==> src/hw/mabx_pkg.sv <==
/*
  Shared constants, types and decode functions for the execution core:
  opcode fields, data space locations, stack depth and the per-opcode
  byte and cycle figures.
  Assumes a single core clock and that the core and ALU files import this package.
*/
package mabx_pkg;

  localparam int PC_W        = 12;
  localparam int DATA_W      = 8;
  localparam int STACK_DEPTH = 6;
  localparam logic [2:0] STACK_FULL = 3'h6;

  // Data space locations held inside the core.
  localparam logic [7:0] ADDR_SREG = 8'h80;  // X, Y, V, W at 80h to 83h.
  localparam logic [7:0] ADDR_ACC  = 8'hFF;

  // Program counter after reset and on interrupt entry.
  localparam logic [11:0] RESET_PC = 12'h000;
  localparam logic [11:0] INT_VEC  = 12'h004;

  // Opcode groups in bits 7 to 5; groups 0 to 3 are short branches.
  localparam logic [2:0] GRP_JP   = 3'h4;
  localparam logic [2:0] GRP_BIT  = 3'h5;
  localparam logic [2:0] GRP_ALU  = 3'h6;
  localparam logic [2:0] GRP_MISC = 3'h7;

  // Arithmetic group: operation in bits 4 to 2, mode in bits 1 to 0.
  localparam logic [2:0] ALU_ADD = 3'h0;
  localparam logic [2:0] ALU_AND = 3'h1;
  localparam logic [2:0] ALU_CP  = 3'h2;
  localparam logic [2:0] ALU_CLR = 3'h6;
  localparam logic [1:0] MD_IX   = 2'h0;
  localparam logic [1:0] MD_IY   = 2'h1;
  localparam logic [1:0] MD_IMM  = 2'h3;

  // Miscellaneous group: subgroup in bits 4 to 3, code in bits 2 to 0.
  localparam logic [1:0] MSUB_INC  = 2'h0;
  localparam logic [1:0] MSUB_DEC  = 2'h1;
  localparam logic [1:0] MSUB_ACC  = 2'h2;
  localparam logic [1:0] MSUB_WAIT = 2'h3;
  localparam logic [2:0] MS_COM  = 3'h0;
  localparam logic [2:0] MS_RLC  = 3'h1;
  localparam logic [2:0] MS_SLA  = 3'h2;
  localparam logic [2:0] MS_CLRA = 3'h3;
  localparam logic [2:0] MS_NOP  = 3'h4;
  localparam logic [2:0] MS_RET  = 3'h5;
  localparam logic [2:0] MS_INTERRUPT_RETURN = 3'h6;
  localparam logic [2:0] MS_STOP = 3'h7;

  // Instruction cycle counts.
  localparam logic [2:0] CYC_SHORT = 3'h2;
  localparam logic [2:0] CYC_STD   = 3'h4;
  localparam logic [2:0] CYC_BTB   = 3'h5;

  typedef enum {ST_RUN, ST_WAIT, ST_STOP} mabx_state_e;
  typedef enum {AO_ADD, AO_AND, AO_SUB, AO_INC, AO_DEC, AO_COM, AO_RLC, AO_SLA, AO_ZERO} mabx_alu_e;

  // Length in bytes of the instruction that starts with this opcode.
  function automatic logic [1:0] instr_len(input logic [7:0] op);
    instr_len = 2'h1;
    case (op[7:5])
      GRP_JP:   instr_len = 2'h2;
      GRP_BIT:  instr_len = op[4] ? 2'h3 : 2'h2;
      GRP_ALU: begin
        if (op[4:2] == ALU_CLR) instr_len = 2'h3;
        else if (op[1]) instr_len = 2'h2;
      end
      GRP_MISC: begin
        if (op[4:3] == MSUB_ACC && (op[2:0] == MS_SLA || op[2:0] == MS_CLRA)) instr_len = 2'h2;
      end
      default: instr_len = 2'h1;
    endcase
  endfunction

  // Number of core cycles the instruction occupies, opcode fetch included.
  function automatic logic [2:0] instr_cyc(input logic [7:0] op);
    instr_cyc = CYC_STD;
    case (op[7:5])
      GRP_JP:   instr_cyc = CYC_STD;
      GRP_BIT:  instr_cyc = op[4] ? CYC_BTB : CYC_STD;
      GRP_ALU:  instr_cyc = CYC_STD;
      GRP_MISC: begin
        if (op[4:3] == MSUB_WAIT || (op[4:3] == MSUB_ACC && op[2])) instr_cyc = CYC_SHORT;
      end
      default:  instr_cyc = CYC_SHORT;
    endcase
  endfunction

endpackage

==> src/hw/mabx_exec.sv <==
/*
  Execution core: fetch, decode and execute of the arithmetic, branch,
  bit, control and jump instructions, with fixed cycle counts per opcode.
  Assumes program and data memory answer combinationally within the cycle
  in which the address is presented.
*/
// Operation
// - Add, and, compare, subtract use accumulator plus memory or immediate byte.
// - Clear, decrement, increment reach any of the 256 data space bytes.
// - Complement, rotate and shift act only on the accumulator.
// - Complement is one byte, four cycles, updates Z and C.
// - Rotate is one byte, shift two bytes, four cycles, Z and C.
// - Short branch reaches -15 to +16 around the branch.
// - Bit-test branches jump on bit clear or set; 3 bytes, 5 cycles.
// - Bit-test displacement is signed 8-bit reaching -126 to +129.
// - Bit-test copies the tested bit into carry, keeps zero.
// - Bit set and clear pick a bit by 3 opcode bits; 2 bytes, 4 cycles.
// - Bit set and clear reach any bit of any data space byte.
// - No-operation and return are one byte, two cycles, flags kept.
// - Interrupt return is one byte, two cycles, restores Z and C.
// - Stop and wait are one byte, two cycles, flags kept.
// - Jump and call use a 12-bit target over the program space.
// - With watchdog selected, stop behaves as wait.
// - Jump and call are two bytes, four cycles, flags kept.
// - Short branch: one direction bit, four span bits.
`timescale 1ns/100ps
module mabx_exec (
  input  wire logic                        REF_CLK,
  input  wire logic                        RST,
  output logic [mabx_pkg::PC_W-1:0]        PM_ADDR,
  input  wire logic [mabx_pkg::DATA_W-1:0] PM_RDATA,
  output logic [mabx_pkg::DATA_W-1:0]      DM_ADDR,
  output logic [mabx_pkg::DATA_W-1:0]      DM_WDATA,
  output logic                             DM_WE,
  input  wire logic [mabx_pkg::DATA_W-1:0] DM_RDATA,
  input  wire logic                        IRQ,
  input  wire logic                        WDOG_SEL,
  output logic                             FETCH,
  output logic                             FLAG_Z,
  output logic                             FLAG_C,
  output logic [mabx_pkg::DATA_W-1:0]      ACC,
  output logic                             STOP_MODE,
  output logic                             WAIT_MODE
);
  import mabx_pkg::*;

  mabx_state_e state_r;
  mabx_alu_e   alu_op;
  logic [2:0]  cnt_r, sp_r, sp_top;
  logic [7:0]  op_r, b1_r, b2_r, ea_r, res_r, acc_r, dm_wdata_r;
  logic [7:0]  sreg_r [0:3];
  logic [11:0] stack_r [0:STACK_DEPTH-1];
  logic [11:0] pc_r, pm_addr_r, next_pc;
  logic        zn_r, cn_r, bitv_r, z_r, c_r, zs_r, cs_r, in_int_r, dm_we_r, fetch_r, stop_r, wait_r;
  logic [2:0]  grp;
  logic [1:0]  pin_raw, pin_lvl;
  logic [7:0]  ds_val, alu_a, alu_b, alu_res, bit_mask, bit_mod;
  logic        alu_z, alu_c, bitv, upd_z, upd_c, wr_acc, wr_ea, ea_int;
  logic        take_int, start, last, is_call, is_ret, is_interrupt_return, is_halt, is_stop, enter_halt, sbr_ok;

  // External pins pass three flops; a level is taken once the last two agree.
  assign pin_raw = {WDOG_SEL, IRQ};
  for (genvar i = 0; i < 2; i++) begin : g_sync
    logic s1_r, s2_r, s3_r, lvl_r;
    always_ff @(posedge REF_CLK) begin
      if (RST) begin
        s1_r  <= 1'b0;
        s2_r  <= 1'b0;
        s3_r  <= 1'b0;
        lvl_r <= 1'b0;
      end else begin
        s1_r <= pin_raw[i];
        s2_r <= s1_r;
        s3_r <= s2_r;
        if (s2_r == s3_r) lvl_r <= s3_r;
      end
    end
    assign pin_lvl[i] = lvl_r;
  end

  // Sequencing terms; the opcode is only valid in op_r from cycle 1 on.
  assign grp      = op_r[7:5];
  assign take_int = pin_lvl[0] && !in_int_r && cnt_r == 3'h0;
  assign start    = state_r == ST_RUN && cnt_r == 3'h0 && !take_int;
  assign last     = state_r == ST_RUN && cnt_r != 3'h0 && cnt_r == instr_cyc(op_r) - 3'h1;
  assign is_call  = grp == GRP_JP && op_r[4];
  assign is_ret   = grp == GRP_MISC && op_r[4:3] == MSUB_ACC && (op_r[2:0] == MS_RET || op_r[2:0] == MS_INTERRUPT_RETURN);
  assign is_interrupt_return  = is_ret && op_r[0] == 1'b0;
  assign is_stop  = grp == GRP_MISC && op_r[4:3] == MSUB_ACC && op_r[2:0] == MS_STOP;
  assign is_halt  = is_stop || (grp == GRP_MISC && op_r[4:3] == MSUB_WAIT);
  assign enter_halt = last && is_halt;
  assign sp_top   = (sp_r == 3'h0) ? 3'h0 : sp_r - 3'h1;

  // Operand read: accumulator and short registers live here, the rest outside.
  assign ea_int = ea_r == ADDR_ACC || ea_r[7:2] == ADDR_SREG[7:2];
  assign ds_val = (ea_r == ADDR_ACC) ? acc_r : (ea_r[7:2] == ADDR_SREG[7:2]) ? sreg_r[ea_r[1:0]] : DM_RDATA;

  // Bit selection comes straight from three opcode bits.
  assign bit_mask = 8'h01 << op_r[2:0];
  assign bitv     = |(ds_val & bit_mask);
  assign bit_mod  = op_r[3] ? (ds_val | bit_mask) : (ds_val & ~bit_mask);

  // Decode of operand sources, flag effects and destination.
  always_comb begin
    alu_op = AO_ZERO;
    alu_a  = acc_r;
    alu_b  = ds_val;
    upd_z  = 1'b0;
    upd_c  = 1'b0;
    wr_acc = 1'b0;
    wr_ea  = 1'b0;
    case (grp)
      GRP_ALU: begin
        if (!op_r[4]) begin
          alu_b  = (op_r[1:0] == MD_IMM) ? b1_r : ds_val;
          upd_z  = 1'b1;
          upd_c  = 1'b1;
          wr_acc = op_r[4:2] != ALU_CP;
          case (op_r[4:2])
            ALU_ADD: alu_op = AO_ADD;
            ALU_AND: alu_op = AO_AND;
            default: alu_op = AO_SUB;
          endcase
        end else if (op_r[4:2] == ALU_CLR) begin
          wr_ea = 1'b1;
        end else if (op_r[4:2] != 3'h7) begin
          alu_a  = ds_val;
          alu_op = op_r[2] ? AO_DEC : AO_INC;
          upd_z  = 1'b1;
          wr_ea  = 1'b1;
        end
      end
      GRP_MISC: begin
        case (op_r[4:3])
          MSUB_INC, MSUB_DEC: begin
            alu_a  = ds_val;
            alu_op = op_r[3] ? AO_DEC : AO_INC;
            upd_z  = 1'b1;
            wr_ea  = 1'b1;
          end
          MSUB_ACC: begin
            if (!op_r[2]) begin
              upd_z  = 1'b1;
              upd_c  = 1'b1;
              wr_acc = 1'b1;
              case (op_r[2:0])
                MS_COM:  alu_op = AO_COM;
                MS_RLC:  alu_op = AO_RLC;
                MS_SLA:  alu_op = AO_SLA;
                default: alu_op = AO_ZERO;
              endcase
            end
          end
          default: upd_z = 1'b0;
        endcase
      end
      GRP_BIT: wr_ea = !op_r[4];
      default: wr_ea = 1'b0;
    endcase
  end

  mabx_alu u_alu (
    .op  (alu_op),
    .a   (alu_a),
    .b   (alu_b),
    .cin (c_r),
    .res (alu_res),
    .zf  (alu_z),
    .cf  (alu_c)
  );

  // Short branch condition picked by the two low group bits.
  always_comb begin
    case (grp[1:0])
      2'h0:    sbr_ok = c_r;
      2'h1:    sbr_ok = !c_r;
      2'h2:    sbr_ok = z_r;
      default: sbr_ok = !z_r;
    endcase
  end

  // Address of the following instruction; a taken branch overrides it.
  always_comb begin
    next_pc = pc_r + {10'h000, instr_len(op_r)};
    if (grp < GRP_JP) begin
      if (sbr_ok) next_pc = op_r[4] ? pc_r - {8'h00, op_r[3:0]} : pc_r + {8'h00, op_r[3:0]} + 12'h001;
    end else if (grp == GRP_JP) begin
      next_pc = {op_r[3:0], b1_r};
    end else if (grp == GRP_BIT) begin
      if (op_r[4] && bitv_r == op_r[3]) next_pc = pc_r + 12'h002 + {{4{b2_r[7]}}, b2_r};
    end else if (is_ret) begin
      next_pc = stack_r[sp_top];
    end
  end

  // Run state and cycle counter; stop falls back to wait under the watchdog.
  always_ff @(posedge REF_CLK) begin
    if (RST) begin
      state_r <= ST_RUN;
      cnt_r   <= 3'h0;
      fetch_r <= 1'b1;
      stop_r  <= 1'b0;
      wait_r  <= 1'b0;
    end else begin
      fetch_r <= take_int || (last && !is_halt);
      case (state_r)
        ST_RUN: begin
          if (take_int) cnt_r <= 3'h0;
          else if (last) begin
            cnt_r <= 3'h0;
            if (enter_halt) begin
              state_r <= (is_stop && !pin_lvl[1]) ? ST_STOP : ST_WAIT;
              stop_r  <= is_stop && !pin_lvl[1];
              wait_r  <= !(is_stop && !pin_lvl[1]);
            end
          end else cnt_r <= cnt_r + 3'h1;
        end
        ST_WAIT, ST_STOP: begin
          if (take_int) begin
            state_r <= ST_RUN;
            stop_r  <= 1'b0;
            wait_r  <= 1'b0;
          end
        end
        default: begin
          state_r <= ST_RUN;
          stop_r  <= 1'b0;
          wait_r  <= 1'b0;
        end
      endcase
    end
  end

  // Program counter and fetch address; the latter walks the instruction bytes.
  always_ff @(posedge REF_CLK) begin
    if (RST) begin
      pc_r      <= RESET_PC;
      pm_addr_r <= RESET_PC;
    end else if (take_int) begin
      pc_r      <= INT_VEC;
      pm_addr_r <= INT_VEC;
    end else if (last) begin
      pc_r      <= next_pc;
      pm_addr_r <= next_pc;
    end else if (start) begin
      pm_addr_r <= pc_r + 12'h001;
    end else if (state_r == ST_RUN && cnt_r == 3'h1) begin
      pm_addr_r <= pc_r + 12'h002;
    end
  end

  // Opcode, operand bytes, effective address and staged results.
  always_ff @(posedge REF_CLK) begin
    if (RST) begin
      op_r   <= 8'h00;
      b1_r   <= 8'h00;
      b2_r   <= 8'h00;
      ea_r   <= 8'h00;
      res_r  <= 8'h00;
      zn_r   <= 1'b0;
      cn_r   <= 1'b0;
      bitv_r <= 1'b0;
    end else if (state_r == ST_RUN) begin
      if (start) begin
        op_r <= PM_RDATA;
        if (PM_RDATA[7:5] == GRP_ALU && PM_RDATA[1:0] == MD_IX) ea_r <= sreg_r[0];
        if (PM_RDATA[7:5] == GRP_ALU && PM_RDATA[1:0] == MD_IY) ea_r <= sreg_r[1];
        if (PM_RDATA[7:5] == GRP_MISC && !PM_RDATA[4]) ea_r <= {ADDR_SREG[7:2], PM_RDATA[1:0]};
      end
      if (cnt_r == 3'h1) begin
        b1_r <= PM_RDATA;
        if (grp == GRP_BIT || (grp == GRP_ALU && (op_r[1] || op_r[4:2] == ALU_CLR))) ea_r <= PM_RDATA;
      end
      if (cnt_r == 3'h2) begin
        b2_r   <= PM_RDATA;
        res_r  <= (grp == GRP_BIT) ? bit_mod : alu_res;
        zn_r   <= alu_z;
        cn_r   <= alu_c;
        bitv_r <= bitv;
      end
    end
  end

  // Write strobe to external data memory in the last cycle of a write.
  always_ff @(posedge REF_CLK) begin
    if (RST) begin
      dm_we_r    <= 1'b0;
      dm_wdata_r <= 8'h00;
    end else begin
      dm_we_r <= state_r == ST_RUN && cnt_r == 3'h2 && wr_ea && !ea_int;
      if (state_r == ST_RUN && cnt_r == 3'h2) dm_wdata_r <= (grp == GRP_BIT) ? bit_mod : alu_res;
    end
  end

  // Accumulator and short registers are written at instruction end.
  always_ff @(posedge REF_CLK) begin
    if (RST) begin
      acc_r <= 8'h00;
      for (int k = 0; k < 4; k++) sreg_r[k] <= 8'h00;
    end else if (last) begin
      if (wr_acc || (wr_ea && ea_r == ADDR_ACC)) acc_r <= res_r;
      else if (wr_ea && ea_r[7:2] == ADDR_SREG[7:2]) sreg_r[ea_r[1:0]] <= res_r;
    end
  end

  // Flags change only where the instruction marks them; all else holds.
  always_ff @(posedge REF_CLK) begin
    if (RST) begin
      z_r <= 1'b0;
      c_r <= 1'b0;
    end else if (last) begin
      if (is_interrupt_return) begin
        z_r <= zs_r;
        c_r <= cs_r;
      end else if (grp == GRP_BIT && op_r[4]) begin
        c_r <= bitv_r;
      end else begin
        if (upd_z) z_r <= zn_r;
        if (upd_c) c_r <= cn_r;
      end
    end
  end

  // Return stack; a push when full overwrites the top entry rather than wrap.
  always_ff @(posedge REF_CLK) begin
    if (RST) begin
      sp_r     <= 3'h0;
      in_int_r <= 1'b0;
      zs_r     <= 1'b0;
      cs_r     <= 1'b0;
      for (int k = 0; k < STACK_DEPTH; k++) stack_r[k] <= 12'h000;
    end else if (take_int) begin
      in_int_r <= 1'b1;
      zs_r     <= z_r;
      cs_r     <= c_r;
      if (sp_r < STACK_FULL) stack_r[sp_r] <= pc_r;
      else stack_r[STACK_DEPTH-1] <= pc_r;
      if (sp_r < STACK_FULL) sp_r <= sp_r + 3'h1;
    end else if (last && is_call) begin
      if (sp_r < STACK_FULL) stack_r[sp_r] <= pc_r + 12'h002;
      else stack_r[STACK_DEPTH-1] <= pc_r + 12'h002;
      if (sp_r < STACK_FULL) sp_r <= sp_r + 3'h1;
    end else if (last && is_ret) begin
      sp_r <= sp_top;
      if (is_interrupt_return) in_int_r <= 1'b0;
    end
  end

  assign PM_ADDR   = pm_addr_r;
  assign DM_ADDR   = ea_r;
  assign DM_WDATA  = dm_wdata_r;
  assign DM_WE     = dm_we_r;
  assign FETCH     = fetch_r;
  assign FLAG_Z    = z_r;
  assign FLAG_C    = c_r;
  assign ACC       = acc_r;
  assign STOP_MODE = stop_r;
  assign WAIT_MODE = wait_r;

  AST_SBR_TWO_CYCLES: assert property (
    @(posedge REF_CLK) disable iff (RST) start && PM_RDATA[7:5] < GRP_JP |=> cnt_r == 3'h1 ##1 cnt_r == 3'h0)
    else $error("Short branch did not take two cycles.");
  AST_SBR_FLAGS_KEPT: assert property (
    @(posedge REF_CLK) disable iff (RST) start && PM_RDATA[7:5] < GRP_JP |-> ##2 $stable(z_r) && $stable(c_r))
    else $error("Short branch altered a flag.");
  AST_BTB_FIVE_CYCLES: assert property (
    @(posedge REF_CLK) disable iff (RST) start && PM_RDATA[7:4] == {GRP_BIT, 1'b1} |-> ##4 last ##1 cnt_r == 3'h0)
    else $error("Bit-test branch did not take five cycles.");
  AST_BTB_CARRY: assert property (
    @(posedge REF_CLK) disable iff (RST) last && grp == GRP_BIT && op_r[4] |=> c_r == $past(bitv_r) && $stable(z_r))
    else $error("Bit-test branch did not copy the bit into carry.");
  AST_ALU_FOUR_CYCLES: assert property (
    @(posedge REF_CLK) disable iff (RST) start && PM_RDATA[7:5] == GRP_ALU |-> ##3 last ##1 cnt_r == 3'h0)
    else $error("Arithmetic instruction did not take four cycles.");
  AST_INCDEC_KEEP_C: assert property (
    @(posedge REF_CLK) disable iff (RST) last && grp == GRP_MISC && !op_r[4] |=> $stable(c_r))
    else $error("Increment or decrement changed carry.");
  AST_CLR_R_NO_FLAGS: assert property (
    @(posedge REF_CLK) disable iff (RST) last && grp == GRP_ALU && op_r[4:2] == ALU_CLR |=> $stable({z_r, c_r}))
    else $error("Clear of a data register changed a flag.");
  AST_SBR_FWD_TARGET: assert property (
    @(posedge REF_CLK) disable iff (RST) last && grp < GRP_JP && sbr_ok && !op_r[4]
      |=> pc_r == $past(pc_r) + {8'h00, $past(op_r[3:0])} + 12'h001)
    else $error("Forward short branch went to the wrong address.");
  AST_JP_TARGET: assert property (
    @(posedge REF_CLK) disable iff (RST) last && grp == GRP_JP |=> pc_r == {$past(op_r[3:0]), $past(b1_r)})
    else $error("Jump or call went to the wrong address.");
  AST_STOP_AS_WAIT: assert property (
    @(posedge REF_CLK) disable iff (RST) last && is_stop && pin_lvl[1] |=> WAIT_MODE && !STOP_MODE)
    else $error("Stop was not turned into wait under the watchdog.");
  AST_BIT_WRITE: assert property (
    @(posedge REF_CLK) disable iff (RST) DM_WE && grp == GRP_BIT |-> DM_WDATA[op_r[2:0]] == op_r[3] && last)
    else $error("Bit set or clear wrote the wrong bit value.");

endmodule

==> src/hw/mabx_alu.sv <==
/*
  Combinational arithmetic and logic unit of the execution core.
  Assumes the caller decides which flags are kept; carry in is passed
  through unchanged by increment and decrement.
*/
`timescale 1ns/100ps
module mabx_alu (
  input  mabx_pkg::mabx_alu_e op,
  input  logic [7:0]          a,
  input  logic [7:0]          b,
  input  logic                cin,
  output logic [7:0]          res,
  output logic                zf,
  output logic                cf
);
  import mabx_pkg::*;

  logic [8:0] sum;

  // Carry of subtract and compare is the borrow, set when b exceeds a.
  always_comb begin
    sum = {1'b0, a} + {1'b0, b};
    res = 8'h00;
    cf  = cin;
    case (op)
      AO_ADD: begin res = sum[7:0]; cf = sum[8]; end
      AO_AND: begin res = a & b; cf = 1'b0; end
      AO_SUB: begin res = a - b; cf = (a < b); end
      AO_INC: res = a + 8'h01;
      AO_DEC: res = a - 8'h01;
      AO_COM: begin res = ~a; cf = a[7]; end
      AO_RLC: begin res = {a[6:0], cin}; cf = a[7]; end
      AO_SLA: begin res = {a[6:0], 1'b0}; cf = a[7]; end
      default: begin res = 8'h00; cf = 1'b0; end
    endcase
    zf = (res == 8'h00);
  end

endmodule

==> config.mk <==
export PLATFORM = sky130hd
export DESIGN_NAME = mabx_exec
export DESIGN_NICKNAME = d
export VERILOG_FILES = /design/src/hw/mabx_pkg.sv /design/src/hw/mabx_exec.sv /design/src/hw/mabx_alu.sv
export SDC_FILE = /design/constraint.sdc
export NUM_CORES = 1
export LEC_CHECK = 0
export ABC_CLOCK_PERIOD_IN_PS = 3850
export BUFFER_PORTS_ARGS = -buffer_cell sky130_fd_sc_hd__buf_2
export CAP_MARGIN = 20
export CORE_MARGIN = 3
export CORE_UTILIZATION = 58
export CTS_BUF_LIST = sky130_fd_sc_hd__clkbuf_8
export DETAILED_ROUTE_END_ITERATION = 16
export GPL_TIMING_DRIVEN = 0
export HOLD_SLACK_MARGIN = 0.02
export MAX_ROUTING_LAYER = met4
export PLACE_DENSITY = 0.79
export RECOVER_POWER = 25
export SYNTH_ARGS = -nofsm -noshare
export SYNTH_HDL_FRONTEND = slang
export SYNTH_SLANG_ARGS = --single-unit
==> constraint.sdc <==
create_clock -name REF_CLK -period 3.85 [get_ports REF_CLK]
set_clock_uncertainty 0.05 [all_clocks]
set_input_delay 0.385 -clock REF_CLK [delete_from_list [all_inputs] [get_ports REF_CLK]]
set_output_delay 0.385 -clock REF_CLK [all_outputs]
set_load 0.03 [all_outputs]
==> results.sh <==
export IMPL_synth_cell_types=85
export IMPL_reg2reg_from="sreg_r[1][0]$_SDFFCE_PN0P_"
export IMPL_worst_pin_slew_ns=1.27
export IMPL_critPathLaunchType="flop"
export IMPL_dieHeight_um=163
export IMPL_dieWidth_um=163
export IMPL_grt_antenna_before_repair=1
export IMPL_core_area_um2=23900
export IMPL_min_period_ns=4.24
export IMPL_cts_root_buf="clkbuf_8"
export IMPL_end_kind="flop"
export IMPL_holdPathEnd="b2_r[4]$_SDFFE_PP0P_"
export IMPL_gp_congestion=0.997
export IMPL_drive_gt1_frac=0.190
export IMPL_run_status="finished with violations"
export IMPL_syn_area_um2=14300
export IMPL_io_buffers=60
export IMPL_htree_levels=2
export IMPL_period_share=1.10
export IMPL_drc=0
export IMPL_violations="setup timing"
export IMPL_power_leakage_uw=0.00639
export IMPL_syn_avg_cell_area_um2=9.31
export IMPL_grt_use_total=0.371
export IMPL_firstDrtPassIters=6
export IMPL_area_growth_syn_to_layout_pct=16.9
export IMPL_synthFlopType="edfxtp_1"
export IMPL_cts_buffers_inserted=40
export IMPL_wl_per_cell_um=24.0
export IMPL_drt_iter0_drc=1924
export IMPL_path_clk_slew_ns=0.06
export IMPL_grt_max_degree=13
export IMPL_clock_sinks=228
export IMPL_ys_ff_latch=228
export IMPL_cts_max_path_buffers=3
export IMPL_place_hpwl_um=35400
export IMPL_rsz0062_at_grt="yes"
export IMPL_cts_tree="done"
export IMPL_worstReg2RegEnd="zn_r$_SDFFE_PP0P_"
export IMPL_slew_violations=0
export IMPL_worst_slack_ns=-0.390
export IMPL_setup_viol=6
export IMPL_grt_overflow_total=0
export IMPL_slew_headroom=0.145
export IMPL_ir_drop_mv=0.464
export IMPL_grt_pass1_vias=12600
export IMPL_power_density_nw_per_um2=482
export IMPL_postSynthCellCount=1538
export IMPL_ant_nets=0
export IMPL_fmax_ghz=0.236
export IMPL_clock_latency_ns=0.57
export IMPL_holdCritStartpoint="PM_RDATA[4]"
export IMPL_start_util=0.599
export IMPL_placed_area_um2=15200
export IMPL_yosysSeqAreaShare=0.408
export IMPL_rows=56
export IMPL_cp_arrival_ns=4.68
export IMPL_die_area_um2=26600
export IMPL_hold_class="in2reg"
export IMPL_ioPinCount=62
export IMPL_holdPathStages=3
export IMPL_criticalPathCategory="reg2reg"
export IMPL_wirelength_um=49000
export IMPL_fillers=1861
export IMPL_grt_pass1_wl_um=73500
export IMPL_final_util=0.700
export IMPL_nets=1773
export IMPL_fin_tns_setup_ns=-1.26
export IMPL_reg2reg_slack_ns=-0.39
export IMPL_required_ns=4.29
export IMPL_yosys_warnings=0
export IMPL_async_flop_share=0
export IMPL_worst_r2r_cell_count=15
export IMPL_viasPerCell=6.53
export IMPL_path_max_fanout=3
export IMPL_synth_edf_count=128
export IMPL_vias=13400
export IMPL_drv_cap=0
export IMPL_fin_area_um2=16700
export IMPL_hold_viol=0
logic make-up (layout without fill, tap and decap cells):
logic type / Yosys count / after routing / share of synthesized area
muxes: 98 / 98 / 0.101
AOI/OAI and AO/OA: 386 / 386 / 0.175
and+or+nand+nor: 542 / 542 / 0.177
other: 1 / 26 / 0.000262
xor gates and xnor gates: 65 / 65 / 0.0398
buffers and inverters: 158 / 321 / 0.0435
adders and majority gates: 60 / 60 / 0.0556
DFF: 228 / 228 / 0.408
cell type report:
cell class	count	area, µm²	area share
multi-input combinational	1175	8480	0.507
sequential	228	5860	0.350
timing repair buffer	97	559	0.0334
clock buffer	40	551	0.0329
buffer	88	415	0.0248
tap	319	399	0.0239
inverter	63	251	0.0150
clock inverter	33	214	0.0128
antenna	2	5.00	0.000299
what timing repair did:
| item | CTS | global route |
|---|---|---|
| buffers inserted | 26 | 10 |
| hold endpoints to repair | 2 | 0 |
| hold buffers | 2 | 0 |
| setup endpoints to repair | 207 | 135 |
| cloned | 0 | 0 |
| pin swaps | 32 | 38 |
| resized for setup | 72 | 101 |
state kept, by name, summed over array words and instances, names as in the netlist, 8 cells and up, named ones only:
name and flops:
stack_r 96, sreg_r 32, PM_ADDR 12, pc_r 12
ACC 8, DM_ADDR 8, b1_r 8, b2_r 8
op_r 8, res_r 8
power by group:
part	total [µW]	leakage [µW]	switching (µW)	internal, µW
combinational	2810	0.00383	1860	945
sequential	3060	0.00214	272	2780
clock	2190	0.000420	1070	1120
worst max-delay path by stage:
stage,start,endpoint,slack [ns]
6_report,sreg_r[1][0]$_SDFFCE_PN0P_,zn_r$_SDFFE_PP0P_,-0.39
5_1_grt,flop,zn_r$_SDFFE_PP0P_,-0.55
4_1_cts,flop,zn_r$_SDFFE_PP0P_,-0.52
3_5_place_dp,op_r[5]$_SDFFE_PP0P_,stack_r[3][8]$_SDFFCE_PN0P_,-1.02
3_3_place_gp,op_r[5]$_SDFFE_PP0P_,stack_r[5][6]$_DFFE_PP_,-1.54
2_1_floorplan,flop,zn_r$_SDFFE_PP0P_,-0.04
layer usage:
metal  wire (µm)  track usage  vias to the layer above  share of wire
li1            -            -                     5887              -
met1       20000        0.523                     6383           0.41
met2       21800        0.566                      917           0.44
met3        5390       0.0522                      163           0.11
met4        1850        0.108                        0          0.038
met5           0            -                        -              0
cell usage after synthesis, types with 9 or more instances:
library cell / n / area (µm²)
nand2b_1: 14 / 87.6
nor3_1: 27 / 135
and2_1: 36 / 225
inv_1: 60 / 225
xor2_1: 26 / 228
o21ai_0: 84 / 420
a21oi_1: 125 / 626
o31ai_1: 10 / 75.1
a211oi_1: 19 / 143
clkbuf_1: 72 / 270
mux2_2: 19 / 214
o221ai_1: 10 / 87.6
edfxtp_1: 128 / 3840
o211ai_1: 15 / 113
xnor2_1: 39 / 342
mux2i_1: 45 / 450
nor2b_1: 17 / 106
buf_1: 9 / 33.8
nand2_1: 163 / 612
dfxtp_1: 100 / 2000
o21bai_1: 15 / 113
nor2_1: 181 / 679
o22ai_1: 17 / 106
buf_2: 11 / 55.1
a22oi_1: 10 / 75.1
ha_1: 54 / 676
nand3_1: 35 / 175
mux4_2: 29 / 653
critical path, stage by stage, from the launching register on:
cell and delay (ns):
edfxtp_1 0.40, mux4_2 0.52, and3_4 0.22, a211o_2 0.26
o21a_1 0.13, mux2_4 0.30, ha_4 0.18, fa_2 0.37
a21oi_2 0.16, o21bai_2 0.10, a221o_1 0.32, a222oi_1 0.33
o221a_2 0.28, o311ai_4 0.14, nor4_2 0.21, a41o_1 0.20
through the flow:
step	hold WS [ns]	setup WS [ns]	total power, µW	std cells
final	0.0975	-0.390	8060	2045
after global routing	0.0820	-0.546	8370	2044
after CTS	0.0720	-0.516	7870	2037
after detailed placement	0.374	-1.02	5610	1941
after global placement	0.365	-1.54	5580	1940
after floorplan	0.364	-0.0398	4760	1561
cells in the final DEF, fill, tap and decap left out, types with 33 or more instances in the layout:
cell      count
clkbuf_8     40
dfxtp_1      90
nand3_1      33
edfxtp_1    128
o21ai_0      78
xnor2_1      37
mux2i_1      42
and2_1       35
nand2_1     157
inv_1        66
buf_2        42
clkbuf_1     78
a21oi_1     108
ha_1         48
nor2_1      175
Note: power is estimated with default switching activity, not from simulation.
